==> src/logic/pts_defs.svh <==
// Purpose: Register map, field layout and counts of the period timer
// Assumes: APB byte addresses, one aligned 32-bit word per register
// Notes:   Only constants live here
`ifndef PTS_DEFS_SVH
`define PTS_DEFS_SVH

`define PTS_IDX_CONTROL      8'h12
`define PTS_IDX_COUNT        8'h11
`define PTS_IDX_PERIOD       8'h92
`define PTS_IDX_FLAGS        8'h0c
`define PTS_ADDR_W           10
`define PTS_CTL_RESET        7'h00
`define PTS_COUNT_RESET      8'h00
`define PTS_PERIOD_RESET     8'hff
`define PTS_CTL_PRE_LSB      0
`define PTS_CTL_PRE_MSB      1
`define PTS_CTL_RUN_BIT      2
`define PTS_CTL_POST_LSB     3
`define PTS_CTL_POST_MSB     6
`define PTS_FLAG_MATCH_BIT   1
`define PTS_PRE_DIV4_LAST    4'h3
`define PTS_PRE_DIV16_LAST   4'hf
`define PTS_FOSC_DIV_LAST    2'h3

`endif

==> src/logic/pts_pkg.sv <==
// Purpose: Types shared by the period timer files
// Assumes: Constants come from pts_defs.svh
// Notes:   Prescale codes follow the control field encoding
package pts_pkg;
  typedef enum logic [1:0] {
    PTS_PRE_DIV1  = 2'b00,
    PTS_PRE_DIV4  = 2'b01,
    PTS_PRE_DIV16 = 2'b10
  } pts_pre_t;
endpackage

==> src/logic/pts_scaler.sv <==
// Purpose: Programmable divide-by-N event counter
// Assumes: Enable pulses arrive on clk_sys, one cycle each
// Notes:   Pulses out on the event that completes last_val+1 events
`timescale 1ns/1ps
module pts_scaler #(
  parameter int WIDTH = 4
) (
  input  wire logic             clk_sys,
  input  wire logic             sys_rst,
  input  wire logic             clear,
  input  wire logic             event_in,
  input  wire logic [WIDTH-1:0] last_val,
  output logic                  tick
);
  logic [WIDTH-1:0] cnt_q;
  logic [WIDTH-1:0] cnt_d;
  logic             at_last;

  assign at_last = (cnt_q >= last_val);
  assign tick    = event_in && at_last && !clear;

  always_comb begin
    cnt_d = cnt_q;
    if (clear) begin
      cnt_d = '0;
    end else if (event_in) begin
      cnt_d = at_last ? '0 : cnt_q + 1'b1;
    end
  end

  always_ff @(posedge clk_sys or posedge sys_rst) begin
    if (sys_rst) begin
      cnt_q <= '0;
    end else begin
      cnt_q <= cnt_d;
    end
  end
endmodule

==> src/logic/pts_timer.sv <==
// Purpose: Period timer with prescaler, period match and postscaler
// Assumes: APB slave, clk_sys is the oscillator clock
// Notes:   Instruction rate is clk_sys divided by four
// Functional notes
// - Count register is read/write and clears to zero on any reset.
// - Timer input is oscillator/4 through a 1, 4 or 16 prescaler.
// - Prescale code 00 divides by 1, 01 by 4, 1x by 16.
// - Match pulses pass a 4-bit postscaler setting the latched match flag.
// - Postscale code N divides by N+1, from 1 to 16.
// - Count or control writes, and reset, clear both scaler counters.
// - A control write leaves the count value unchanged.
// - Control bit 2 runs the timer; cleared, counting stops.
// - Match output is offered as a PWM time base.
// - Match happens when count equals the 8-bit period register.
// - Count and period are 8-bit, both readable and writable.
`timescale 1ns/1ps
`include "pts_defs.svh"
module pts_timer #(
  parameter int CNT_W = 8
) (
  input  wire logic                   clk_sys,
  input  wire logic                   sys_rst,
  input  wire logic                   psel,
  input  wire logic                   penable,
  input  wire logic                   pwrite,
  input  wire logic [`PTS_ADDR_W-1:0] paddr,
  input  wire logic [31:0]            pwdata,
  input  wire logic [3:0]             pstrb,
  output logic      [31:0]            prdata,
  output logic                        pready,
  output logic                        pslverr,
  output logic                        pwm_time_base,
  output logic                        match_irq_flag
);
  logic [6:0]       timer_control_q;
  logic [CNT_W-1:0] timer_count_q;
  logic [CNT_W-1:0] timer_count_d;
  logic [CNT_W-1:0] period_value_q;
  logic             match_irq_flag_q;
  logic [1:0]       fosc_div_q;
  logic [31:0]      prdata_q;
  logic             pslverr_q;

  function automatic logic [`PTS_ADDR_W-1:0] reg_addr(
    input logic [7:0] idx
  );
    reg_addr = {idx, 2'b00};
  endfunction

  // Bus decode
  wire access_en = psel && penable;
  wire wr_en     = access_en && pwrite && pstrb[0];
  wire hit_ctl   = (paddr == reg_addr(`PTS_IDX_CONTROL));
  wire hit_cnt   = (paddr == reg_addr(`PTS_IDX_COUNT));
  wire hit_per   = (paddr == reg_addr(`PTS_IDX_PERIOD));
  wire hit_flg   = (paddr == reg_addr(`PTS_IDX_FLAGS));
  wire hit_any   = hit_ctl || hit_cnt || hit_per || hit_flg;
  wire wr_ctl    = wr_en && hit_ctl;
  wire wr_cnt    = wr_en && hit_cnt;
  wire wr_per    = wr_en && hit_per;
  wire wr_flg    = wr_en && hit_flg;

  // Fields
  wire [1:0] pre_sel  =
    timer_control_q[`PTS_CTL_PRE_MSB:`PTS_CTL_PRE_LSB];
  wire [3:0] post_sel =
    timer_control_q[`PTS_CTL_POST_MSB:`PTS_CTL_POST_LSB];
  wire       run      = timer_control_q[`PTS_CTL_RUN_BIT];

  // Instruction clock enable, oscillator over four
  wire instr_tick = (fosc_div_q == `PTS_FOSC_DIV_LAST);

  // Prescale decode; any code with the upper bit set is divide-by-16
  wire [3:0] pre_last =
    pre_sel[1]                              ? `PTS_PRE_DIV16_LAST :
    (pre_sel == pts_pkg::PTS_PRE_DIV4)      ? `PTS_PRE_DIV4_LAST  :
                                              4'h0;

  // Scaler counters clear on count or control write
  wire scaler_clr = wr_ctl || wr_cnt;

  wire pre_tick;
  wire match_now = (timer_count_q == period_value_q);
  wire match_tick = pre_tick && match_now && !wr_cnt;
  wire post_tick;

  pts_scaler #(
    .WIDTH (4)
  ) u_prescaler (
    .clk_sys  (clk_sys),
    .sys_rst  (sys_rst),
    .clear    (scaler_clr),
    .event_in (instr_tick && run),
    .last_val (pre_last),
    .tick     (pre_tick)
  );

  pts_scaler #(
    .WIDTH (4)
  ) u_postscaler (
    .clk_sys  (clk_sys),
    .sys_rst  (sys_rst),
    .clear    (scaler_clr),
    .event_in (match_tick),
    .last_val (post_sel),
    .tick     (post_tick)
  );

  always_comb begin
    timer_count_d = timer_count_q;
    if (wr_cnt) begin
      timer_count_d = pwdata[CNT_W-1:0];
    end else if (pre_tick) begin
      if (match_now) begin
        timer_count_d = '0;
      end else begin
        timer_count_d = timer_count_q + 1'b1;
      end
    end
  end

  // Read mux; bit 7 of control reads zero
  wire [31:0] rd_mux =
    hit_ctl ? {25'h0, timer_control_q} :
    hit_cnt ? {{(32-CNT_W){1'b0}}, timer_count_q} :
    hit_per ? {{(32-CNT_W){1'b0}}, period_value_q} :
    hit_flg ? {30'h0, match_irq_flag_q, 1'b0} :
              32'h0;

  always_ff @(posedge clk_sys or posedge sys_rst) begin
    if (sys_rst) begin
      fosc_div_q <= 2'h0;
    end else begin
      fosc_div_q <= fosc_div_q + 2'h1;
    end
  end

  always_ff @(posedge clk_sys or posedge sys_rst) begin
    if (sys_rst) begin
      timer_control_q <= `PTS_CTL_RESET;
      timer_count_q   <= `PTS_COUNT_RESET;
      period_value_q  <= `PTS_PERIOD_RESET;
    end else begin
      // Control write keeps the count untouched
      if (wr_ctl) begin
        timer_control_q <= pwdata[6:0];
      end
      if (wr_per) begin
        period_value_q <= pwdata[CNT_W-1:0];
      end
      timer_count_q <= timer_count_d;
    end
  end

  // Set wins over a software clear in the same cycle
  always_ff @(posedge clk_sys or posedge sys_rst) begin
    if (sys_rst) begin
      match_irq_flag_q <= 1'b0;
    end else if (post_tick) begin
      match_irq_flag_q <= 1'b1;
    end else if (wr_flg) begin
      match_irq_flag_q <= pwdata[`PTS_FLAG_MATCH_BIT];
    end
  end

  always_ff @(posedge clk_sys or posedge sys_rst) begin
    if (sys_rst) begin
      prdata_q  <= 32'h0;
      pslverr_q <= 1'b0;
    end else if (psel && !penable) begin
      prdata_q  <= pwrite ? 32'h0 : rd_mux;
      pslverr_q <= !hit_any;
    end
  end

  assign prdata         = prdata_q;
  assign pready         = 1'b1;
  assign pslverr        = access_en && pslverr_q;
  assign pwm_time_base  = match_tick;
  assign match_irq_flag = match_irq_flag_q;
endmodule

==> config.mk <==
export PLATFORM = sky130hd
export DESIGN_NAME = pts_timer
export DESIGN_NICKNAME = d
export VERILOG_FILES = /design/src/logic/pts_pkg.sv /design/src/logic/pts_scaler.sv /design/src/logic/pts_timer.sv
export VERILOG_INCLUDE_DIRS = /design/src /design/src/logic
export SDC_FILE = /design/constraint.sdc
export NUM_CORES = 1
export LEC_CHECK = 0
export ABC_CLOCK_PERIOD_IN_PS = 2700
export BUFFER_PORTS_ARGS = -buffer_cell sky130_fd_sc_hd__buf_2
export CAP_MARGIN = 20
export CORE_MARGIN = 8
export CORE_UTILIZATION = 52
export DETAILED_ROUTE_END_ITERATION = 6
export GPL_ROUTABILITY_DRIVEN = 0
export PLACE_DENSITY = 0.81
export SLEW_MARGIN = 10
export SYNTH_ARGS = -nofsm -noshare
export SYNTH_HDL_FRONTEND = slang
export SYNTH_SLANG_ARGS = --single-unit
==> constraint.sdc <==
create_clock -name clk_sys -period 2.7 [get_ports clk_sys]
set_clock_uncertainty 0.1 [all_clocks]
set_input_delay 0.135 -clock clk_sys [delete_from_list [all_inputs] [get_ports clk_sys]]
set_output_delay 0.135 -clock clk_sys [all_outputs]
set_load 0.02 [all_outputs]
==> qor.txt, run 1 <==
Worst EP required: 2.47 ns
Routed WL per cell: 16.6 um
Synthesized flop and latch total: 43
Post-synth ARST share: 100%
Core Rows: 27
Routed Wire Length: 6.65 mm
Comb pwr share: 10.1%
First-pass GRT wire length: 11.5 mm
Worst hold path class: in -> reg
Peak supply drop: 187 uV
Primary FF master, synth: dfrtp_1
DR pass1 iterations: 4
Pre-CTS setup slack: 0.306 ns
Final Hold Fails: 0
H-tree levels: 2
Minimum clock period: 2.49 ns
Routed Antenna Nets: 0
I/O pin cnt: 87
Diode count: 0
Vias in the first global route: 2308
Setup TNS Final: 0 ns
Final net count: 391
Rel. slew slack: 46.9%
Dpl cells: 391
WHS Path Cells: 3
Post-Synthesis Cells: 290
Vias per std cell: 5.68
PwrDens: 375 nW/um2
MaxCap Viol Count: 0
Period utilization: 92.3%
Static leakage: 1.49 nW
Non-Filler Instances: 401
Area growth, synth to finish: 9.56%
Crit end category: output port
Final setup viols: 0
Seq/Total Area, Yosys: 38.2%
GR Util All Layers: 16.9%
Sequential power share: 55.9%
Post-synthesis cell type count: 55
Die Ht: 89.9 um
Yosys warns: 0
Maximum clock rate: 401 MHz
Setup ws final: 0.209 ns
CORE AREA: 5410 um2
Initial antenna violation count: 0
Number of CTS-inserted buffers: 5
Outcome: complete, no violations
Clock share of power: 34.0%
Max clock buf depth: 2
Syn_area_per_cell: 9.79 um2
WHS: 0.00363 ns
Initial DRC Count: 167
Psw: 0.000304 W
DRC viols: 0
Fillers: 487
Initial Util: 52.5%
Chip width: 89.9 um
Total vias in the final route: 2277
Synth Cell Area: 2840 um2
Clock root cell: clkbuf_8
Largest net degree at the start of global routing: 44
Power Internal: 0.000862 W
Worst-Skew Late Latency: 0.30 ns
CP startpoint kind: register
Net Sw Frac: 26.0%
Total gr overflow: 0
CP Class: reg -> out
CTS tree: yes
Post-synth EDFFs: 0
Final HPWL from detailed placement: 5.11 mm
Tightest Pin Transition: 0.790 ns
Worst-path clk slew: 0.08 ns
Critical Path Fanout Max: 4
Share of post-route cells with drive strength above 1: 25.2%
CTS Sinks: 43
Fin. max-slew vios: 0
R2R cell count: 7
Unrepaired setup endpoints after global routing: false
I/O Buffers: 34
Worst Path Arrival: 2.26 ns
Die ar.: 8080 um2
[power by group through the flow]
stage	registers [W]	clock network, W	logic (W)
floorplan	0.000663	0	0.0000991
global placement	0.000664	0	0.000111
detailed placement	0.000664	0	0.000114
CTS	0.000652	0.000407	0.000117
global route	0.000652	0.000437	0.000131
finish	0.000652	0.000396	0.000118
[critical path, stage by stage (launching register included)]
cell	delay, ns
dfrtp_1	0.45
or2_2	0.32
ha_1	0.28
nor2b_1	0.05
o21ai_1	0.16
buf_4	0.15
nand2_1	0.10
nor3_1	0.25
buf_2	0.21
[final cells by class]
cell class / count / area (um2) / area share (%)
multi-input cells: 220 / 1550 / 49.7
clock buffers: 7 / 76.3 / 2.45
inverters: 13 / 48.8 / 1.57
flip-flops and latches: 43 / 1090 / 34.9
clock inverters: 1 / 5.00 / 0.161
well taps: 72 / 90.1 / 2.90
repair buffers: 45 / 258 / 8.28
[per-layer routing]
| layer | part of all wire [%] | up-vias | track usage, % |
|---|---|---|---|
| li1 | - | 1088 | - |
| met1 | 42 | 1086 | 19.6 |
| met2 | 49 | 84 | 28.6 |
| met3 | 7.2 | 19 | 5.24 |
| met4 | 2.5 | 0 | 6.10 |
| met5 | 0 | - | 0 |
[repair_timing]
item | CTS | global route
setup endpoints to repair | 0 | 1
buffers inserted | 0 | 0
gates resized for setup | 0 | 1
hold endpoints to repair | 36 | 0
hold buffers | 2 | 0
[state kept, by name, indices dropped and copies added (netlist names)]
signal	flops
pslverr_q	1
timer_control_q	7
period_value_q	8
timer_count_q	8
u_prescaler.cnt_q	4
match_irq_flag	1
fosc_div_q	2
prdata	8
u_postscaler.cnt_q	4
[synth_stat cells, types with 4 or more instances]
cell / instances / area share [%]
a22oi_1: 6 / 1.6
dfrtp_1: 35 / 31
nand4_1: 4 / 0.88
nor2_1: 9 / 1.2
buf_4: 27 / 7.1
o21ai_1: 6 / 1.1
nand3_1: 9 / 1.6
o21ai_0: 5 / 0.88
inv_1: 13 / 1.7
a32oi_1: 7 / 2.2
nand2_1: 19 / 2.5
xor2_1: 10 / 3.1
o2bb2ai_1: 6 / 1.9
a21oi_1: 13 / 2.3
mux2_2: 15 / 5.9
ha_1: 12 / 5.3
nor3_1: 12 / 2.1
and3_1: 5 / 1.1
clkbuf_1: 7 / 0.93
a22o_1: 6 / 1.9
dfstp_2: 8 / 7.4
[cell families (layout without fill, tap and decap cells)]
logic type	count (synthesis)	after routing	share of synthesized area, %
adders and majority gates	12	12	5.29
buffers and inverters	50	66	10.3
xor gates and xnor gates	12	12	3.70
DFF	43	43	38.2
and+or+nand+nor	91	91	19.9
other	2	25	0.264
muxes	16	16	6.30
AOI/OAI and AO/OA	64	64	16.0
[placed cells by master (no fill, tap or decap), drive strengths merged, types with 2 or more instances in the layout]
master        n
nand2b        3
or2           3
and3          5
and2          2
o21ai        11
ha           12
or4b          2
nand4         4
nor2b         3
a32o          2
nor4b         2
a22oi         6
a22o          6
dlygate4sd3   2
conb         25
dfstp         8
inv          13
mux2         15
a32oi         7
clkbuf        7
xor2         10
o31ai         2
nor3         13
o2bb2ai       6
nand3        10
nand2        19
nand3b        2
or3           3
a21o          2
or3b          2
a21oi        13
o21a          3
dfrtp        35
nor4          5
buf          43
nor2          9
xnor2         2
[final timing paths]
path / start / slack (ns) / end
worst max register to register: timer_control_q[1] / 0.25 / timer_count_q[4]
worst min-delay path: pwdata[1] / 0.004 / match_irq_flag
max in group asynchronous: sys_rst / 1.70 / period_value_q[5]
min in group asynchronous: sys_rst / 0.42 / timer_count_q[3]
worst min register to register: fosc_div_q[0] / 0.34 / fosc_div_q[0]
worst max-delay path: timer_control_q[1] / 0.21 / pwm_time_base
[metrics by stage]
step           power, W  util [%]  instance area, um2
2_1_floorplan  0.000762         -                2930
3_5_place_dp   0.000778      55.7                3010
5_1_grt         0.00122      57.6                3110
6_report        0.00117      57.6                3110
3_3_place_gp   0.000775      55.7                3010
4_1_cts         0.00117      57.6                3110
Power figures use the tool's default switching activity.
==> inputs of run 2 (changes only) <==
--- a/config.mk
+++ b/config.mk
@@ -9,7 +9,6 @@
 export ABC_CLOCK_PERIOD_IN_PS = 2700
 export BUFFER_PORTS_ARGS = -buffer_cell sky130_fd_sc_hd__buf_2
 export CAP_MARGIN = 20
-export CORE_MARGIN = 8
 export CORE_UTILIZATION = 52
 export DETAILED_ROUTE_END_ITERATION = 6
 export GPL_ROUTABILITY_DRIVEN = 0
==> qor.txt, run 2 (same netlist as run 1, synthesis figures left out) <==
Critical Path Fanout Max: 7 (+3)
Number of CTS-inserted buffers: 5 (unchanged)
Share of post-route cells with drive strength above 1: 25.3% (+0.077 points)
Total vias in the final route: 2282 (+0.22%)
Core Rows: 26 (-3.7%)
CP cell instances: or2_2 -> ha_1 -> nor2b_1 -> o21a_1 -> nor3_1 -> a32oi_1 -> o21ai_1
Diode count: 0 (unchanged)
Postcts setup bufs: 0 (unchanged)
CP Class: reg -> reg
Fin. max-slew vios: 0 (unchanged)
R2R cell count: 7 (unchanged)
Slowest stage cell on the critical path: nor3_1
Final Hold Fails: 0 (unchanged)
Dpl cells: 388 (-0.77%)
GR Util All Layers: 21.8% (+4.9 points)
Peak supply drop: 198 uV (+6.1%)
Clock root cell: clkbuf_8
Period utilization: 94.9% (+2.7 points)
Die Ht: 75.9 um (-16%)
Unrepaired setup endpoints after global routing: false
DRC viols: 0 (unchanged)
Commonest non-fill, non-tap cell in the layout: dfrtp_1
Worst EP required: 2.83 ns (+0.36 ns)
MaxCap Viol Count: 0 (unchanged)
Post-layout instance area: 3120 um2 (+0.20%)
DR pass1 iterations: 4 (unchanged)
Total gr overflow: 0 (unchanged)
Buffer and inverter count on the worst path: 0 (-2)
Initial antenna violation count: 0 (unchanged)
CTS tree: yes
Power Internal: 0.000882 W (+2.3%)
Routed Antenna Nets: 0 (unchanged)
Routed WL per cell: 14.8 um (-10%)
Initial Util: 54.9% (+2.4 points)
I/O pin cnt: 87 (unchanged)
WHS Path Cells: 2 (-1)
Final setup viols: 0 (unchanged)
CP startpoint kind: register
Die ar.: 5760 um2 (-29%)
Max clock buf depth: 2 (unchanged)
Vias in the first global route: 2146 (-7.0%)
Initial DRC Count: 172 (+3.0%)
Chip width: 75.9 um (-16%)
Final HPWL from detailed placement: 4.47 mm (-13%)
Static leakage: 1.50 nW (+0.24%)
Outcome: complete, no violations
CTS Sinks: 43 (unchanged)
Slowest cell delay on critical path: 0.77 ns (+0.32 ns)
Maximum clock rate: 390 MHz (-2.8%)
Non-Filler Instances: 398 (-0.75%)
Worst-path clk slew: 0.08 ns (about the same)
Sequential power share: 55.4% (-0.5 points)
Crit end category: register
Worst Path Arrival: 2.69 ns (+0.43 ns)
Overall power: 0.00118 W (+0.89%)
Worst-Skew Late Latency: 0.29 ns (about the same)
Vias per std cell: 5.73 (+0.98%)
Rel. slew slack: 36.7% (-10 points)
Area growth, synth to finish: 9.78%
Placed cell area: 3000 um2 (-0.33%)
Fillers: 436 (-10%)
First-pass GRT wire length: 10.1 mm (-12%)
I/O Buffers: 34 (unchanged)
Net Sw Frac: 25.0% (-1.0 points)
Worst hold path class: in -> reg
Clock share of power: 34.8% (+0.8 points)
Setup TNS Final: 0 ns (unchanged)
Tightest Pin Transition: 0.943 ns (+0.153 ns)
Final core utilization: 60.3% (+2.7 points)
Routed Wire Length: 5.91 mm (-11%)
Minimum clock period: 2.56 ns (+0.0723 ns)
CORE AREA: 5170 um2 (-4.3%)
Psw: 0.000295 W (-3.0%)
H-tree levels: 2 (unchanged)
Largest net degree at the start of global routing: 44 (unchanged)
PwrDens: 377 nW/um2 (+0.69%)
Comb pwr share: 9.8% (-0.3 points)
Stages on the worst setup path: 7 (-1)
Final net count: 391 (unchanged)
Most frequent cells in the layout: dfrtp_1, buf_2, conb_1
CP top delay family: simple AND/OR/NAND/NOR gates
[run 2: changes by cell type in the layout (fill, tap and decap cells not counted), sizes merged]
cell and change:
clkbuf -1, buf -1, dlygate4sd3 +1
[run 2: worst paths after layout]
path                               startpoint            endpoint  slack, ns
setup / recovery           timer_control_q[1]    timer_count_q[7]       0.14
max in group asynchronous             sys_rst   period_value_q[1]       1.71
setup reg to reg           timer_control_q[1]    timer_count_q[7]       0.14
hold reg to reg                 fosc_div_q[0]       fosc_div_q[0]       0.33
min in group asynchronous             sys_rst           prdata[1]       0.42
hold / removal                      pwdata[0]  timer_control_q[0]       0.01
[run 2: worst reg2reg max path, cell delays in order, from the launching register on]
cell	delay, ns
dfrtp_1	0.43
or2_2	0.31
ha_1	0.29
nor2b_1	0.06
o21a_1	0.19
nor3_1	0.77
a32oi_1	0.24
o21ai_1	0.12
[run 2: power by group through the flow]
stage	Sequential [W]	Combinational, W	Clock [W]
floorplan	0.000663	0.0000991	0
global placement	0.000664	0.000110	0
detailed placement	0.000664	0.000112	0
CTS	0.000652	0.000116	0.000424
global route	0.000652	0.000127	0.000446
finish	0.000652	0.000116	0.000409
[run 2: per-stage QoR]
step	hold WS (ns)	setup slack, ns
after global routing	0.00342	0.0843
after CTS	0.00179	0.140
after floorplan	0.164	0.372
after detailed placement	0.197	0.246
final	0.0143	0.136
after global placement	0.199	0.323
[run 2: repair_timing]
item	4_1_cts	5_1_grt
resized for setup	0	1
endpoints found under the setup margin	0	1
hold buffers	3	0
hold endpoints to repair	38	0
[run 2: metal layers]
layer	global-route usage (%)	part of all wire, %	up-vias	routed length, um
met5	0	0	-	0
met2	36.2	49	72	2910
met4	5.96	1.1	0	63
li1	-	-	1090	-
met3	3.98	4.2	7	248
met1	29.2	46	1113	2690
[run 2: cell type report]
| class | count | area [um2] | area share (%) |
|---|---|---|---|
| Clock buffer | 6 | 82.6 | 2.65 |
| Clock inverter | 1 | 5.00 | 0.161 |
| Inverter | 13 | 48.8 | 1.57 |
| Multi-Input combinational cell | 220 | 1550 | 49.6 |
| Sequential cell | 43 | 1090 | 34.8 |
| Tap cell | 70 | 87.6 | 2.81 |
| Timing Repair Buffer | 45 | 260 | 8.35 |
